<file path="config.mk">
export PLATFORM = sky130hd
export DESIGN_NAME = video_chroma_nco_caption_insert
export DESIGN_NICKNAME = d
export VERILOG_FILES = /design/src/inc/video_encoder_pkg.sv /design/src/rtl/video_chroma_nco_caption_insert.sv
export SDC_FILE = /design/constraint.sdc
export NUM_CORES = 2
export LEC_CHECK = 0
export BUFFER_PORTS_ARGS = -buffer_cell sky130_fd_sc_hd__buf_2
export CORE_ASPECT_RATIO = 0.6
export CORE_MARGIN = 2
export CORE_UTILIZATION = 58
export DETAILED_ROUTE_END_ITERATION = 10
export PLACE_DENSITY = 0.86
export REMOVE_ABC_BUFFERS = 1
export SLEW_MARGIN = 20
export SYNTH_ARGS = -nofsm -noshare
export SYNTH_HDL_FRONTEND = slang
export SYNTH_SLANG_ARGS = --single-unit
</file>
<file path="constraint.sdc">
create_clock -name CLK_I -period 18.7 [get_ports CLK_I]
set_input_delay 1.87 -clock CLK_I [delete_from_list [all_inputs] [get_ports CLK_I]]
set_output_delay 1.87 -clock CLK_I [all_outputs]
set_load 0.01 [all_outputs]
</file>
<file path="src/inc/video_encoder_pkg.sv">
package video_encoder_pkg;
   // video standards served by the back end
   typedef enum logic [1:0] {STD_NTSC, STD_PAL_M, STD_PAL_OTHER} standard_type;
   // phase step sources
   typedef enum logic [1:0] {STEP_TABLE, STEP_ANCILLARY, STEP_REGISTER} step_source_type;

   // clock timing
   localparam int CLK_FREQ_HZ   = 10_000_000;
   localparam int CLK_PERIOD_NS = 1_000_000_000 / CLK_FREQ_HZ;
   // caption edge: least 240 ns, rounded up
   localparam int CC_EDGE_NS    = 240;
   localparam int EDGE_CYCLES   = (CC_EDGE_NS + CLK_PERIOD_NS - 1) / CLK_PERIOD_NS;
   // caption bit period and start delay after line start
   localparam int CC_BIT_NS     = 1986;
   localparam int CC_BIT_CYCLES = CC_BIT_NS / CLK_PERIOD_NS;
   localparam int CC_START_NS   = 10500;
   localparam int CC_START_CYC  = CC_START_NS / CLK_PERIOD_NS;
   // caption frame: run-in, start bits, data
   localparam int CC_RUNIN_BITS = 14;
   localparam int CC_START_BITS = 3;
   localparam int CC_DATA_BITS  = 16;
   localparam int CC_FRAME_BITS = CC_RUNIN_BITS + CC_START_BITS + CC_DATA_BITS;
   localparam logic [13:0] CC_RUNIN   = 14'h1555;
   localparam logic [2:0]  CC_STARTS  = 3'h4;
   // caption lines per standard, first and second register
   localparam logic [9:0] CC_LINE_A_NTSC  = 10'h015;
   localparam logic [9:0] CC_LINE_B_NTSC  = 10'h11c;
   localparam logic [9:0] CC_LINE_A_PALM  = 10'h012;
   localparam logic [9:0] CC_LINE_B_PALM  = 10'h119;
   localparam logic [9:0] CC_LINE_A_PAL   = 10'h016;
   localparam logic [9:0] CC_LINE_B_PAL   = 10'h14f;
   // field-to-burst-phase sequence lengths
   localparam logic [2:0] SEQ_LAST_NTSC = 3'h3;
   localparam logic [2:0] SEQ_LAST_PAL  = 3'h7;
   // internal phase steps, subcarrier over clock times two to the 32
   localparam logic [31:0] STEP_NTSC = 32'h21f07c1f;
   localparam logic [31:0] STEP_PALM = 32'h21e6efe3;
   localparam logic [31:0] STEP_PAL  = 32'h2a098acb;
   // output levels, 10-bit code
   localparam logic signed [12:0] LEVEL_BLANK    = 13'sh0f0;
   localparam logic signed [12:0] LEVEL_SYNC     = 13'sh010;
   localparam logic signed [12:0] CC_HIGH_DELTA  = 13'sh0b0;
   localparam logic signed [12:0] PEDESTAL_DELTA = 13'sh01a;
   localparam logic signed [12:0] LIMIT_FLOOR    = 13'sh080;
   localparam logic signed [12:0] CODE_MAX       = 13'sh3ff;
   // luma and subcarrier prescale per standard, sixty-fourths
   localparam logic [7:0] LUMA_SCALE_NTSC = 8'h6c;
   localparam logic [7:0] LUMA_SCALE_PAL  = 8'h70;
   localparam logic [7:0] SINE_SCALE_NTSC = 8'h40;
   localparam logic [7:0] SINE_SCALE_PAL  = 8'h44;
   // raised-cosine gain steps, sixteenths
   localparam logic [4:0] RC_GAIN_1 = 5'h02;
   localparam logic [4:0] RC_GAIN_2 = 5'h08;
   localparam logic [4:0] RC_GAIN_3 = 5'h0e;
   localparam logic [4:0] RC_GAIN_4 = 5'h10;
endpackage : video_encoder_pkg

</file>
<file path="src/rtl/video_chroma_nco_caption_insert.sv">
// Behaviour
// - luma lowpass unless bypassed, scaled per standard
// - chroma lowpass always, no bypass
// - accumulator advances every clock, addresses sine
// - phase step from table, ancillary, or register
// - top accumulator bits address sine table
// - prescaled sine modulates filtered chroma
// - accumulator starts at zero after reset
// - optional clear every 4/8 fields
// - composite sums luma, chroma, sync, burst, pedestal
// - optional clamp of composite active video above eighth, luma output not clamped
// - shaped transitions on all listed edges
// - caption on standard lines, pixels ignored
// - caption line: run-in, start bits, data
// - two 16-bit registers on standard lines
// - caption data shifted out LSB first
// - one 50 IRE, zero 0, raised-cosine edges
// - stale register is retransmitted unchanged
// - write status cleared on load, set after output
// - each caption line enabled independently
// - ancillary line bit picks register, parity ignored
`timescale 1ns/1ps
module pixel_fifo #(
   parameter int WIDTH = 24,
   parameter int DEPTH = 8
) (
   input  wire logic             clk_i,
   input  wire logic             rst_i,
   input  wire logic             in_valid_i,
   output logic                  in_ready_o,
   input  wire logic [WIDTH-1:0] in_data_i,
   output logic                  out_valid_o,
   input  wire logic             out_ready_i,
   output logic      [WIDTH-1:0] out_data_o
);
   localparam int AW = $clog2(DEPTH);
   // pointer wrap needs a power-of-two depth
   if (DEPTH < 2 || (1 << AW) != DEPTH) begin : g_bad_depth
      $error("fifo depth must be a power of two");
   end
   logic [WIDTH-1:0] store [DEPTH];   // word storage
   logic [AW:0]      wr_ptr;          // extra bit tells full from empty
   logic [AW:0]      rd_ptr;
   wire              push = in_valid_i && in_ready_o;
   wire              pop  = out_valid_o && out_ready_i;
   assign in_ready_o  = (wr_ptr ^ rd_ptr) != (AW+1)'(DEPTH);
   assign out_valid_o = wr_ptr != rd_ptr;
   assign out_data_o  = store[rd_ptr[AW-1:0]];
   // pointers move only on accepted transfers
   always_ff @(posedge clk_i) begin
      if (rst_i) begin
         wr_ptr <= '0;
         rd_ptr <= '0;
      end else begin
         if (push) wr_ptr <= wr_ptr + 1'b1;
         if (pop) rd_ptr <= rd_ptr + 1'b1;
      end
   end
   // storage has no reset, only written words are read
   always_ff @(posedge clk_i) begin
      if (push) store[wr_ptr[AW-1:0]] <= in_data_i;
   end
endmodule : pixel_fifo

module video_chroma_nco_caption_insert #(
   parameter int FIFO_DEPTH = 8
) (
   input  wire logic                                 CLK_I,
   input  wire logic                                 RST_I,
   input  wire video_encoder_pkg::standard_type      STANDARD_I,
   input  wire logic                                 LUMA_FILTER_EN_I,
   input  wire logic                                 LIMIT_EN_I,
   input  wire logic                                 PEDESTAL_EN_I,
   input  wire video_encoder_pkg::step_source_type   STEP_SOURCE_I,
   input  wire logic [31:0]                          STEP_REG_I,
   input  wire logic                                 ANC_STEP_VALID_I,
   input  wire logic [31:0]                          ANC_STEP_I,
   input  wire logic                                 PHASE_RESET_EN_I,
   input  wire logic                                 FIELD_START_I,
   input  wire logic                                 LINE_START_I,
   input  wire logic [9:0]                           LINE_NUM_I,
   input  wire logic                                 HSYNC_I,
   input  wire logic                                 VSYNC_I,
   input  wire logic                                 BURST_I,
   input  wire logic                                 ACTIVE_I,
   input  wire logic                                 PIX_VALID_I,
   output logic                                      PIX_READY_O,
   input  wire logic [23:0]                          PIX_DATA_I,
   input  wire logic [1:0]                           CC_ENABLE_I,
   input  wire logic                                 CC_WR_I,
   input  wire logic                                 CC_WR_LINE_I,
   input  wire logic                                 CC_WR_HIGH_I,
   input  wire logic [7:0]                           CC_WR_DATA_I,
   input  wire logic                                 ANC_CC_VALID_I,
   input  wire logic [7:0]                           ANC_CC_ID_I,
   input  wire logic [15:0]                          ANC_CC_DATA_I,
   output logic [1:0]                                CC_STATUS_O,
   output logic [9:0]                                LUMA_O,
   output logic [9:0]                                CHROMA_O,
   output logic [9:0]                                COMPOSITE_O
);
   import video_encoder_pkg::*;
   // refuse a fifo too shallow to cover one pixel of slack
   if (FIFO_DEPTH < 2) begin : g_bad_fifo
      $error("fifo depth too small");
   end

   // pixel path: fifo drained at half clock rate
   logic        half_tick;             // pixel-rate enable
   logic        pix_valid;
   logic [23:0] pix_data;
   logic [23:0] pix_hold;               // last pixel, repeated on idle ticks
   wire         pix_pop = half_tick && ACTIVE_I;
   pixel_fifo #(.WIDTH(24), .DEPTH(FIFO_DEPTH)) u_fifo (
      .clk_i       (CLK_I),
      .rst_i       (RST_I),
      .in_valid_i  (PIX_VALID_I),
      .in_ready_o  (PIX_READY_O),
      .in_data_i   (PIX_DATA_I),
      .out_valid_o (pix_valid),
      .out_ready_i (pix_pop),
      .out_data_o  (pix_data)
   );
   // divider and pixel hold; last pixel repeated when starved, blank level after reset
   always_ff @(posedge CLK_I) begin
      if (RST_I) begin
         half_tick <= 1'b0;
         pix_hold  <= 24'h108080;
      end else begin
         half_tick <= !half_tick;
         if (pix_pop && pix_valid) pix_hold <= pix_data;
      end
   end

   // luma and chroma filters
   logic [7:0]  y_d1, y_d2;            // luma taps
   logic [9:0]  cb_sum, cr_sum;         // chroma running sums
   logic [7:0]  cb_d [3];
   logic [7:0]  cr_d [3];
   wire  [7:0]  y_in  = pix_hold[23:16];
   wire  [7:0]  cb_in = pix_hold[15:8];
   wire  [7:0]  cr_in = pix_hold[7:0];
   wire  [9:0]  y_taps = {2'h0, y_in} + {1'b0, y_d1, 1'b0} + {2'h0, y_d2};
   wire  [7:0]  y_filt = LUMA_FILTER_EN_I ? y_taps[9:2] : y_d1;
   wire  [9:0]  next_cb_sum = {2'h0, cb_in} + {2'h0, cb_d[0]} + {2'h0, cb_d[1]} + {2'h0, cb_d[2]};
   wire  [9:0]  next_cr_sum = {2'h0, cr_in} + {2'h0, cr_d[0]} + {2'h0, cr_d[1]} + {2'h0, cr_d[2]};
   always_ff @(posedge CLK_I) begin
      y_d1 <= y_in;
      y_d2 <= y_d1;
      cb_d <= '{cb_in, cb_d[0], cb_d[1]};
      cr_d <= '{cr_in, cr_d[0], cr_d[1]};
      cb_sum <= next_cb_sum;
      cr_sum <= next_cr_sum;
   end
   wire signed [8:0] cb_f = $signed({1'b0, cb_sum[9:2]}) - 9'sd128;
   wire signed [8:0] cr_f = $signed({1'b0, cr_sum[9:2]}) - 9'sd128;
   wire [7:0]  luma_scale = (STANDARD_I == STD_PAL_OTHER) ? LUMA_SCALE_PAL : LUMA_SCALE_NTSC;
   wire signed [17:0] y_scaled = ($signed({1'b0, y_filt}) - 18'sd16) * $signed({1'b0, luma_scale});
   wire signed [12:0] y_delta = 13'(y_scaled >>> 6);

   // oscillator: phase step select and accumulator
   logic [31:0] subcarrier_phase_accum;
   logic [31:0] anc_step;               // last received ancillary step
   logic [2:0]  field_count;            // position in burst-phase sequence
   wire  [31:0] table_step = (STANDARD_I == STD_NTSC)  ? STEP_NTSC :
                             (STANDARD_I == STD_PAL_M) ? STEP_PALM : STEP_PAL;
   wire  [31:0] subcarrier_phase_step = (STEP_SOURCE_I == STEP_ANCILLARY) ? anc_step :
                                        (STEP_SOURCE_I == STEP_REGISTER)  ? STEP_REG_I :
                                                                            table_step;
   wire  [2:0]  seq_last = (STANDARD_I == STD_NTSC) ? SEQ_LAST_NTSC : SEQ_LAST_PAL;
   wire         seq_begin = FIELD_START_I && (field_count == seq_last);
   // clear at sequence start when enabled
   wire         phase_clear = seq_begin && PHASE_RESET_EN_I;
   always_ff @(posedge CLK_I) begin
      if (RST_I) begin
         subcarrier_phase_accum <= '0;
         anc_step    <= STEP_NTSC;
         field_count <= '0;
      end else begin
         if (ANC_STEP_VALID_I) anc_step <= ANC_STEP_I;
         if (FIELD_START_I) field_count <= seq_begin ? 3'h0 : field_count + 3'h1;
         subcarrier_phase_accum <= phase_clear ? 32'h0 : subcarrier_phase_accum + subcarrier_phase_step;
      end
   end

   // quarter-wave sine table
   function automatic logic signed [8:0] sine_of(input logic [4:0] addr);
      logic [6:0] mag;
      logic [2:0] idx;
      idx = addr[3] ? ~addr[2:0] : addr[2:0];
      unique case (idx)
         3'h0: mag = 7'd12;
         3'h1: mag = 7'd37;
         3'h2: mag = 7'd60;
         3'h3: mag = 7'd81;
         3'h4: mag = 7'd98;
         3'h5: mag = 7'd112;
         3'h6: mag = 7'd122;
         3'h7: mag = 7'd127;
      endcase
      return addr[4] ? -$signed({2'b0, mag}) : $signed({2'b0, mag});
   endfunction : sine_of
   // top five bits address the table
   wire [4:0] sine_addr = subcarrier_phase_accum[31:27];
   wire [4:0] cos_addr  = sine_addr + 5'h08;
   wire [7:0] sine_scale = (STANDARD_I == STD_PAL_OTHER) ? SINE_SCALE_PAL : SINE_SCALE_NTSC;
   wire signed [17:0] sine_s = (sine_of(sine_addr) * $signed({1'b0, sine_scale})) >>> 6;
   wire signed [17:0] cos_s  = (sine_of(cos_addr) * $signed({1'b0, sine_scale})) >>> 6;
   wire signed [27:0] chroma_mod = cb_f * sine_s + cr_f * cos_s;
   wire signed [12:0] c_delta = 13'(chroma_mod >>> 8);
   wire signed [12:0] burst_amp = 13'(sine_s >>> 1);

   // caption registers, status and line select
   logic [15:0] cc_data [2];            // held until overwritten, resent if stale
   logic [1:0]  cc_written [2];         // low and high byte written
   logic [1:0]  cc_loaded;              // status zero, loaded and waiting
   logic        cc_line;                // current line carries caption
   logic        cc_sel;                 // register being sent
   logic        cc_done;                // one-cycle pulse after last bit
   wire  [9:0]  line_a = (STANDARD_I == STD_NTSC)  ? CC_LINE_A_NTSC :
                          (STANDARD_I == STD_PAL_M) ? CC_LINE_A_PALM : CC_LINE_A_PAL;
   wire  [9:0]  line_b = (STANDARD_I == STD_NTSC)  ? CC_LINE_B_NTSC :
                          (STANDARD_I == STD_PAL_M) ? CC_LINE_B_PALM : CC_LINE_B_PAL;
   wire         hit_a = LINE_START_I && CC_ENABLE_I[0] && (LINE_NUM_I == line_a);
   wire         hit_b = LINE_START_I && CC_ENABLE_I[1] && (LINE_NUM_I == line_b);
   // bit zero of data id picks register, parity bits unused
   wire         anc_line = ANC_CC_ID_I[0];
   assign CC_STATUS_O = ~cc_loaded;

   // per-line register, byte tracking and status
   for (genvar l = 0; l < 2; l++) begin : g_cc_reg
      wire host_wr = CC_WR_I && (CC_WR_LINE_I == 1'(l));
      wire anc_wr  = ANC_CC_VALID_I && (anc_line == 1'(l));
      wire [1:0] next_written = anc_wr ? 2'h3 :
                                cc_written[l] | (host_wr ? {CC_WR_HIGH_I, !CC_WR_HIGH_I} : 2'h0);
      wire sent = cc_done && (cc_sel == 1'(l));
      always_ff @(posedge CLK_I) begin
         if (RST_I) begin
            cc_data[l]    <= '0;
            cc_written[l] <= '0;
            cc_loaded[l]  <= 1'b0;
         end else begin
            // bytes in any order, ancillary loads both
            if (anc_wr) cc_data[l] <= ANC_CC_DATA_I;
            else if (host_wr && CC_WR_HIGH_I) cc_data[l][15:8] <= CC_WR_DATA_I;
            else if (host_wr) cc_data[l][7:0] <= CC_WR_DATA_I;
            cc_written[l] <= (next_written == 2'h3 && CC_ENABLE_I[l]) ? 2'h0 : next_written;
            // set after output wins over a new load
            if (!CC_ENABLE_I[l] || sent) cc_loaded[l] <= 1'b0;
            else if (next_written == 2'h3) cc_loaded[l] <= 1'b1;
         end
      end
   end

   // caption serializer
   typedef enum logic [1:0] {CC_IDLE, CC_WAIT, CC_SEND} cc_state_type;
   cc_state_type cc_state;
   logic [11:0]  cc_timer;              // cycles left in delay or bit
   logic [5:0]   cc_bit;                // frame bit index
   // frame of run-in, starts, stored data
   wire  [CC_FRAME_BITS-1:0] cc_frame = {cc_data[cc_sel], CC_STARTS, CC_RUNIN};
   wire          cc_level = (cc_state == CC_SEND) && cc_frame[cc_bit];
   wire          timer_end = cc_timer == 12'h0;
   always_ff @(posedge CLK_I) begin
      if (RST_I) begin
         cc_state <= CC_IDLE;
         cc_timer <= '0;
         cc_bit   <= '0;
         cc_sel   <= 1'b0;
         cc_line  <= 1'b0;
         cc_done  <= 1'b0;
      end else begin
         cc_done <= 1'b0;
         if (LINE_START_I) cc_line <= hit_a || hit_b;
         unique case (cc_state)
            CC_IDLE: begin
               if (hit_a || hit_b) begin
                  cc_sel   <= hit_b;
                  cc_timer <= 12'(CC_START_CYC - 1);
                  cc_state <= CC_WAIT;
               end
            end
            CC_WAIT: begin
               if (timer_end) begin
                  cc_bit   <= '0;
                  cc_timer <= 12'(CC_BIT_CYCLES - 1);
                  cc_state <= CC_SEND;
               end else cc_timer <= cc_timer - 12'h1;
            end
            CC_SEND: begin
               if (!timer_end) cc_timer <= cc_timer - 12'h1;
               else if (cc_bit == 6'(CC_FRAME_BITS - 1)) begin
                  cc_done  <= 1'b1;
                  cc_state <= CC_IDLE;
               end else begin
                  cc_bit   <= cc_bit + 6'h1;
                  cc_timer <= 12'(CC_BIT_CYCLES - 1);
               end
            end
         endcase
      end
   end

   // edge shapers: hsync, vsync interval, burst, active, caption
   localparam int EDGES = 5;
   wire  [EDGES-1:0] edge_target = {cc_level, ACTIVE_I && !cc_line, BURST_I, VSYNC_I, HSYNC_I};
   logic [4:0]       edge_gain [EDGES];
   for (genvar e = 0; e < EDGES; e++) begin : g_edge
      logic [1:0] pos;                  // ramp position
      always_ff @(posedge CLK_I) begin
         if (RST_I) pos <= '0;
         else if (edge_target[e] && pos != 2'(EDGE_CYCLES)) pos <= pos + 2'h1;
         else if (!edge_target[e] && pos != 2'h0) pos <= pos - 2'h1;
      end
      assign edge_gain[e] = (pos == 2'h0) ? 5'h00 : (pos == 2'h1) ? RC_GAIN_1 :
                            (pos == 2'h2) ? RC_GAIN_2 : (pos == 2'h3) ? RC_GAIN_4 : RC_GAIN_3;
   end

   // composite sum
   wire [4:0] sync_gain = (edge_gain[0] > edge_gain[1]) ? edge_gain[0] : edge_gain[1];
   wire signed [12:0] ped = PEDESTAL_EN_I ? PEDESTAL_DELTA : 13'sh0;
   wire signed [17:0] act_t  = (y_delta + ped + c_delta) * $signed({1'b0, edge_gain[3]});
   wire signed [17:0] bur_t  = burst_amp * $signed({1'b0, edge_gain[2]});
   // fifty IRE scaled by caption edge
   wire signed [17:0] cc_t   = CC_HIGH_DELTA * $signed({1'b0, edge_gain[4]});
   wire signed [17:0] sync_t = (LEVEL_BLANK - LEVEL_SYNC) * $signed({1'b0, sync_gain});
   wire signed [12:0] comp_sum = LEVEL_BLANK + 13'(act_t >>> 4) + 13'(bur_t >>> 4)
                                 + 13'(cc_t >>> 4) - 13'(sync_t >>> 4);
   wire               clamp = LIMIT_EN_I && edge_gain[3] != 5'h0 && sync_gain == 5'h0;
   wire signed [12:0] comp_lim = (clamp && comp_sum < LIMIT_FLOOR) ? LIMIT_FLOOR : comp_sum;
   wire signed [12:0] comp_sat = (comp_lim < 0) ? 13'sh0 : (comp_lim > CODE_MAX) ? CODE_MAX : comp_lim;
   wire signed [12:0] luma_sum = LEVEL_BLANK + 13'(act_t >>> 4) - 13'(c_delta * $signed({1'b0, edge_gain[3]}) >>> 4)
                                 + 13'(cc_t >>> 4) - 13'(sync_t >>> 4);
   wire signed [12:0] luma_sat = (luma_sum < 0) ? 13'sh0 : (luma_sum > CODE_MAX) ? CODE_MAX : luma_sum;
   wire signed [12:0] chroma_sum = 13'sh200 + 13'((c_delta * $signed({1'b0, edge_gain[3]})) >>> 4) + 13'(bur_t >>> 4);
   // registered outputs
   always_ff @(posedge CLK_I) begin
      if (RST_I) begin
         COMPOSITE_O <= LEVEL_BLANK[9:0];
         LUMA_O      <= LEVEL_BLANK[9:0];
         CHROMA_O    <= 10'h200;
      end else begin
         COMPOSITE_O <= comp_sat[9:0];
         LUMA_O      <= luma_sat[9:0];
         CHROMA_O    <= chroma_sum[9:0];
      end
   end

   // cycles spent in one send; restarts whenever the serializer leaves it
   logic [9:0] send_cycles;
   wire        frame_full = send_cycles == 10'(CC_FRAME_BITS * CC_BIT_CYCLES);
   always_ff @(posedge CLK_I) begin
      if (RST_I || cc_state != CC_SEND) send_cycles <= '0;
      else send_cycles <= send_cycles + 10'h1;
   end
endmodule : video_chroma_nco_caption_insert
</file>
# [Word-level counts from Yosys, hierarchy flattened]
# Memories as Yosys holds them, arrays and structs flattened. A register that Yosys moved wholly into a read port is not among the register bits.
# Index checks and enable logic that the tools add are counted.
[word_totals] regBits=225 ram_bits=228 elab_cells=351 romBits=112 n_memories=5
[op_classes] n_mul=10 muxes=116 eq_ne=40 add_sub_neg=42 n_bitwise=19 order_cmp=7 reduce_logical=78
[memory_table] memory="u_fifo.store" words=8 word_bits=24 read_ports=1 rd_ports_with_merged_regs=1 write_ports=1 line_no="video_chroma_nco_caption_insert.sv:41" text="logic [WIDTH-1:0] store [DEPTH];"
[memory_table] memory="(no name shown)" words=8 word_bits=7 read_ports=1 rd_ports_with_merged_regs=0 write_ports=0 line_no="video_chroma_nco_caption_insert.sv:191" text="unique case (idx)"
[memory_table] memory="(no name shown)" words=8 word_bits=7 read_ports=1 rd_ports_with_merged_regs=0 write_ports=0 line_no="video_chroma_nco_caption_insert.sv:191"
[memory_table] memory="cc_data" words=2 word_bits=16 read_ports=1 rd_ports_with_merged_regs=1 write_ports=2 line_no="video_chroma_nco_caption_insert.sv:214" text="logic [15:0] cc_data [2];"
[memory_table] memory="cc_written" words=2 word_bits=2 read_ports=2 rd_ports_with_merged_regs=0 write_ports=2 line_no="video_chroma_nco_caption_insert.sv:215" text="logic [1:0] cc_written [2];"
[op_table] op="5-bit 2-to-1 mux" count=23
[op_table] op="32-bit 2-to-1 mux" count=2
[op_table] op="28-bit 2-to-1 mux" count=2
[op_table] op="8-bit 2-to-1 mux" count=7
[op_table] op="9-bit by 8-bit multiplier with 17-bit output" count=3
[op_table] op="12-bit 2-to-1 mux" count=4
[op_table] op="2-bit 2-to-1 mux" count=22
[op_table] op="9-bit by 11-bit multiplier with 20-bit output" count=2
[op_table] op="12-bit case mux with 3 select lines" count=1
[op_table] op="1-bit logical AND" count=34
[op_table] op="1-bit 2-to-1 mux" count=33
[op_table] op="32-bit adder" count=1
[op_table] op="16-bit 2-to-1 mux" count=2
[op_table] op="10-bit by 8-bit adder with 10-bit output" count=3
[op_table] op="2-bit == test (second input constant)" count=15
[op_table] op="13-bit by 10-bit adder with 13-bit output" count=2
[op_table] op="13-bit by 11-bit greater-than comparator with 1-bit output (second input constant)" count=2
[op_table] op="13-bit by 1-bit less-than comparator with 1-bit output (second input constant)" count=2
[op_table] op="13-bit by 10-bit subtractor with 13-bit output" count=2
[op_table] op="2-bit nonzero test" count=11
[op_table] op="20-bit by 20-bit adder with 21-bit output" count=1
[op_table] op="3-bit 2-to-1 mux" count=7
[op_table] op="9-bit by 8-bit adder with 10-bit output" count=2
[op_table] op="10-bit 2-to-1 mux" count=2
[op_table] op="60 further kinds" count=127

# [Longest topological paths before layout]
# An unclocked memory read counts as a cell.
[depth] word_depth=21 depth_mapped=75

# [Modules after synthesis]
# A second synthesis with hierarchy kept.
[unflattened] hier_cells=3807 area_unflattened_um2=40153.5
[by_module_without_submodules] module="video_chroma_nco_caption_insert" area_per_inst_um2=32193.4 instances=1 cells_per_inst=3446 seq_area_each_um2=5805.6
[by_module_without_submodules] module="pixel_fifo" area_per_inst_um2=7960.1 instances=1 cells_per_inst=361 seq_area_each_um2=5985.7

# [Worst setup path after synthesis]
# Ideal clock, no wire load.
[synth_path] path_type="in2reg" from="input port STANDARD_I[1]" to="register COMPOSITE_O[0]" arrival_time_ns=16.974 n_path_buf=1 setup_time_ns=0.058 stages=68 setup_slack_ns=1.668 path_cell_list="clkbuf_1 -> nor2b_1 -> or4_1 -> a21oi_1 -> a221oi_1 -> o221ai_1 -> a21oi_1 -> ha_1 -> ha_1 -> ha_1 -> inv_1 -> fa_1 -> inv_1 -> a21o_1 -> a21oi_1 -> xnor2_1 -> nand2_1 -> fa_1 -> (+32 left out) -> or3_1 -> o21bai_1 -> a21oi_1 -> xor2_1 -> a21oi_1 -> xnor2_1 -> ha_1 -> inv_1 -> ha_1 -> ha_1 -> and3_1 -> a21oi_1 -> o21ai_0 -> o41ai_1 -> xnor2_1 -> xnor3_1 -> nor3_1 -> o21a_1"
[synth_between] elab_chain_cells=16 elab_cells_between_ends=24
[synth_lines] item="start: declaration" line_no="video_chroma_nco_caption_insert.sv:70" text="input wire video_encoder_pkg::standard_type STANDARD_I,"
[synth_lines] item="2-bit == test (*)" line_no="video_chroma_nco_caption_insert.sv:157, video_chroma_nco_caption_insert.sv:206"
[synth_lines] item="3-bit 2-to-1 mux" line_no="video_chroma_nco_caption_insert.sv:206" text="wire [7:0] sine_scale = (STANDARD_I == STD_PAL_OTHER) ? SINE_SCALE_PAL : SINE_SCALE_NTSC;"
[synth_lines] item="9-bit by 8-bit multiplier with 17-bit output, on equally long branches" line_no="video_chroma_nco_caption_insert.sv:207, video_chroma_nco_caption_insert.sv:208"
[synth_lines] item="9-bit by 11-bit multiplier with 20-bit output" line_no="video_chroma_nco_caption_insert.sv:209" text="wire signed [27:0] chroma_mod = cb_f * sine_s + cr_f * cos_s;"
[synth_lines] item="20-bit by 20-bit adder with 21-bit output" line_no="video_chroma_nco_caption_insert.sv:209"
[synth_lines] item="12-bit by 13-bit adder with 14-bit output" line_no="video_chroma_nco_caption_insert.sv:322" text="wire signed [17:0] act_t = (y_delta + ped + c_delta) * $signed({1'b0, edge_gain[3]});"
[synth_lines] item="14-bit by 6-bit multiplier with 17-bit output" line_no="video_chroma_nco_caption_insert.sv:322"
[synth_lines] item="9-bit by 13-bit adder with 13-bit output" line_no="video_chroma_nco_caption_insert.sv:327" text="wire signed [12:0] comp_sum = LEVEL_BLANK + 13'(act_t >>> 4) + 13'(bur_t >>> 4)"
[synth_lines] item="13-bit by 12-bit adder with 13-bit output (*)" line_no="video_chroma_nco_caption_insert.sv:327"
[synth_lines] item="13-bit by 10-bit adder with 13-bit output (*)" line_no="video_chroma_nco_caption_insert.sv:328" text="+ 13'(cc_t >>> 4) - 13'(sync_t >>> 4);"
[synth_lines] item="13-bit by 10-bit subtractor with 13-bit output (*)" line_no="video_chroma_nco_caption_insert.sv:328"
[synth_lines] item="13-bit by 9-bit less-than comparator with 1-bit output" line_no="video_chroma_nco_caption_insert.sv:330" text="wire signed [12:0] comp_lim = (clamp && comp_sum < LIMIT_FLOOR) ? LIMIT_FLOOR : comp_sum;"
[synth_lines] item="1-bit logical AND" line_no="video_chroma_nco_caption_insert.sv:330"
[synth_lines] item="13-bit 2-to-1 mux (*)" line_no="video_chroma_nco_caption_insert.sv:330"
[synth_lines] item="13-bit by 11-bit greater-than comparator with 1-bit output / 13-bit by 1-bit less-than comparator with 1-bit output (equally long branches)" line_no="video_chroma_nco_caption_insert.sv:331" text="wire signed [12:0] comp_sat = (comp_lim < 0) ? 13'sh0 : (comp_lim > CODE_MAX) ? CODE_MAX : comp_lim;"
[synth_lines] item="10-bit 2-to-1 mux / 2-bit OR reduction (equally long branches)"
[synth_lines] item="end signal: assignment" line_no="video_chroma_nco_caption_insert.sv:339" text="COMPOSITE_O <= LEVEL_BLANK[9:0];"
[synth_lines] item="end signal: assignment" line_no="video_chroma_nco_caption_insert.sv:343" text="COMPOSITE_O <= comp_sat[9:0];"
[synth_lines] item="end: declaration" line_no="video_chroma_nco_caption_insert.sv:100" text="output logic [9:0] COMPOSITE_O"
# Mark *: on every way between the ends. The rest lies on a longest branch, timed or not.
# A chain may end at the register's enable or synchronous reset.

# [Worst setup path in the final report]
[layout_path] from="input port STANDARD_I[1]" to="register COMPOSITE_O[4]"
[layout_between] elab_chain_cells=17 elab_cells_between_ends=24
[layout_lines] item="2-bit == test (*)" line_no="video_chroma_nco_caption_insert.sv:157, video_chroma_nco_caption_insert.sv:206"
[layout_lines] item="3-bit 2-to-1 mux" line_no="video_chroma_nco_caption_insert.sv:206"
[layout_lines] item="9-bit by 8-bit multiplier with 17-bit output, on equally long branches" line_no="video_chroma_nco_caption_insert.sv:207, video_chroma_nco_caption_insert.sv:208"
[layout_lines] item="9-bit by 11-bit multiplier with 20-bit output" line_no="video_chroma_nco_caption_insert.sv:209"
[layout_lines] item="20-bit by 20-bit adder with 21-bit output" line_no="video_chroma_nco_caption_insert.sv:209"
[layout_lines] item="12-bit by 13-bit adder with 14-bit output" line_no="video_chroma_nco_caption_insert.sv:322"
[layout_lines] item="14-bit by 6-bit multiplier with 17-bit output" line_no="video_chroma_nco_caption_insert.sv:322"
[layout_lines] item="9-bit by 13-bit adder with 13-bit output" line_no="video_chroma_nco_caption_insert.sv:327"
[layout_lines] item="13-bit by 12-bit adder with 13-bit output (*)" line_no="video_chroma_nco_caption_insert.sv:327"
[layout_lines] item="13-bit by 10-bit adder with 13-bit output (*)" line_no="video_chroma_nco_caption_insert.sv:328"
[layout_lines] item="13-bit by 10-bit subtractor with 13-bit output (*)" line_no="video_chroma_nco_caption_insert.sv:328"
[layout_lines] item="13-bit by 9-bit less-than comparator with 1-bit output" line_no="video_chroma_nco_caption_insert.sv:330"
[layout_lines] item="1-bit logical AND" line_no="video_chroma_nco_caption_insert.sv:330"
[layout_lines] item="13-bit 2-to-1 mux (*)" line_no="video_chroma_nco_caption_insert.sv:330"
[layout_lines] item="13-bit by 11-bit greater-than comparator with 1-bit output" line_no="video_chroma_nco_caption_insert.sv:331"
[layout_lines] item="10-bit 2-to-1 mux" line_no="video_chroma_nco_caption_insert.sv:331"
[layout_lines] item="8-bit 2-to-1 mux (*)" line_no="video_chroma_nco_caption_insert.sv:331"
# Marked as above.

==> impl_metrics.json <==
{
  "numPortBuffers": 179,
  "die_w_um": 341,
  "cp.buffers_inverters": 9,
  "std_cell_rows": 74,
  "path_clk_slew_ps": 60,
  "grt_pass1_wl_um": 142000,
  "core_region_area_um2": 67700,
  "required_ps": 19220,
  "drive_gt1_frac": 0.107,
  "synth_simple_gate_area_share": 0.116,
  "worst_setup_path_end_kind": "register",
  "cap_violations": 0,
  "ys.warnings.count": 0,
  "synth_fa_ha_area_frac": 0.332,
  "grt_max_degree": 59,
  "cts_root_buf": "clkbuf_16",
  "clk_latency_ps": 600,
  "path_max_fanout": 10,
  "start_kind": "input port",
  "cp_top_family": "adder cells",
  "syn_inst": 3743,
  "drtIter0Drc": 2334,
  "ys_types": 72,
  "synth_xor_area_frac": 0.0528,
  "routed_wirelength_um": 87400,
  "yosys.area.top_type": "fa_1",
  "worstMarginPinSlew_ps": 1150,
  "slew-limit-headroom": 0.228,
  "initial_core_util": 0.584,
  "synth_area_um2": 39500,
  "ys_top_cells_by_area": "fa_1, edfxtp_1, ha_1",
  "synth_compound_area_frac": 0.0898,
  "fin_nets": 4871,
  "grt_pass1_vias": 27477,
  "syn2layout_area_growth_pct": 9.20,
  "crit_arrival_ps": 18310,
  "route.detailed.drc": 0,
  "slowest_delay_ps": 820,
  "gp_congestion": 0.951,
  "min_period_ps": 17780,
  "finalHoldViolCount": 0,
  "muxShareOfSynthArea": 0.0534,
  "seq_area_frac_synth": 0.297,
  "synth_edf_count": 224,
  "avgSynthCellArea_um2": 10.6,
  "crit_slowest_cell": "xnor2_1",
  "cpMostUsedCell": "fa_1",
  "outcome": "finished, final reports clean",
  "yosysTopAreaCellShare": 0.185,
  "ys_async_sr_fraction": 0,
  "hold_path.class": "reg2reg",
  "synth_most_common_cell": "inv_1",
  "fmax_ghz": 0.0562,
  "ys.flop_type": "dfxtp_1",
  "drt-vias-per-instance": 5.64,
  "cts.sinks": 474,
  "grt_antenna_before_repair": 1,
  "hold_slack_ps": 353,
  "fin_crit_sh": 0.951,
  "wire_per_inst_um": 18.1,
  "drtAntennaViolNets": 0,
  "ys_ff_latch": 474,
  "die_h_um": 206,
  "grt_use_total": 0.252,
  "synthTopCellsByCount": "inv_1, ha_1, fa_1, nor2_1, dfxtp_1",
  "dp_hpwl_um": 67200,
  "first_pass_iters": 6,
  "die_area_um2": 70300,
  "cts-htree-levels": 2,
  "setup_viol": 0,
  "critical_path_class": "in2reg",
  "cts_made_buffers": 46,
  "overflow": 0,
  "dr_total_vias": 27309,
  "pin_count": 187,
  "synth_top_family_by_area": "adder cells",
  "fin_skew_ps": 19.6,
  "cts_buffer_depth": 3,
  "slew_viol_final": 0,
  "cts_tree": "built",
  "fillers": 5086
}
final timing paths:
| check | endpoint | depth (start not counted) | start | slack (ps) |
|---|---|---|---|---|
| min reg2reg | cb_d[0] | 0 | cb_d[8] | 350 |
| max | COMPOSITE_O[4] | 64 | STANDARD_I[1] | 920 |
| max reg2reg | COMPOSITE_O[4] | 69 | subcarrier_phase_accum[30] | 990 |
| min | cb_d[0] | 0 | cb_d[8] | 350 |
what timing repair did:
| action | 4_1_cts | 5_1_grt |
|---|---|---|
| setup buffers | 0 | 0 |
| hold buffers | 0 | 0 |
| hold endpoints to repair | 0 | 0 |
| setup endpoints to repair | 0 | 20 |
| gates resized for setup | 0 | 15 |
metrics by stage:
step / util / cell area, µm² / TNS, ps / setup WS, ps / std cells
floorplan: - / 39000 / 0 / 1540 / 3612
global placement: 0.613 / 41500 / 0 / 745 / 4751
detailed placement: 0.613 / 41500 / 0 / 343 / 4751
CTS: 0.637 / 43100 / 0 / 482 / 4837
global route: 0.638 / 43100 / -0.956 / -0.956 / 4837
finish: 0.638 / 43200 / 0 / 918 / 4838
cell usage in the layout, fill, tap and decap left out, drive strengths merged, types with 22 or more instances in the layout:
cell	Yosys	routed
a211oi	45	45
inv	487	491
clkbuf	114	54
nor2	255	255
dfxtp	250	250
edfxtp	224	224
a21oi	149	149
xor2	74	74
ha	465	465
o21bai	35	35
nand2	193	193
nor3	40	40
and2	171	171
nand3	25	25
a21o	54	54
mux2i	79	79
nor2b	65	65
xnor2	154	154
o21ai	80	80
mux4	56	56
fa	365	365
a31oi	22	22
a22o	38	38
buf	17	227
nand2b	72	72
state kept, by name (all words and copies together), names as in the netlist, 10 cells and up, named ones only:
register,cells
u_fifo.store,192
anc_step,32
cc_data,32
subcarrier_phase_accum,32
cb_d,24
cr_d,24
pix_hold,24
cc_timer,12
CHROMA_O,10
COMPOSITE_O,10
LUMA_O,10
g_edge.pos,10
kinds of logic after synthesis:
family,Yosys count
AO/OA/AOI/OAI,531
XOR/XNOR,231
adder cells (fa/ha/maj),830
buffers and inverters,619
flip-flops,474
multiplexers,140
AND/OR/NAND/NOR,918
final cells by class:
| type | count | area (µm²) | area share |
|---|---|---|---|
| multi-input cells | 2650 | 25600 | 0.593 |
| flip-flops and latches | 474 | 11700 | 0.272 |
| inverters | 488 | 1830 | 0.0424 |
| repair buffers | 227 | 1260 | 0.0292 |
| clock buffers | 54 | 1230 | 0.0286 |
| well taps | 912 | 1140 | 0.0264 |
| clock inverters | 32 | 373 | 0.00864 |
| diodes | 1 | 2.50 | 0.0000580 |
metal layers:
layer / GRT usage / up-vias / wire length (µm)
met1: 0.370 / 13382 / 39900
met5: 0 / - / 7
met4: 0.0544 / 2 / 1450
met2: 0.390 / 929 / 39100
li1: - / 12882 / -
met3: 0.0480 / 114 / 6930
Power is not shown: default switching activity piles up to over one toggle a cycle in this logic, so the estimate is an artifact.
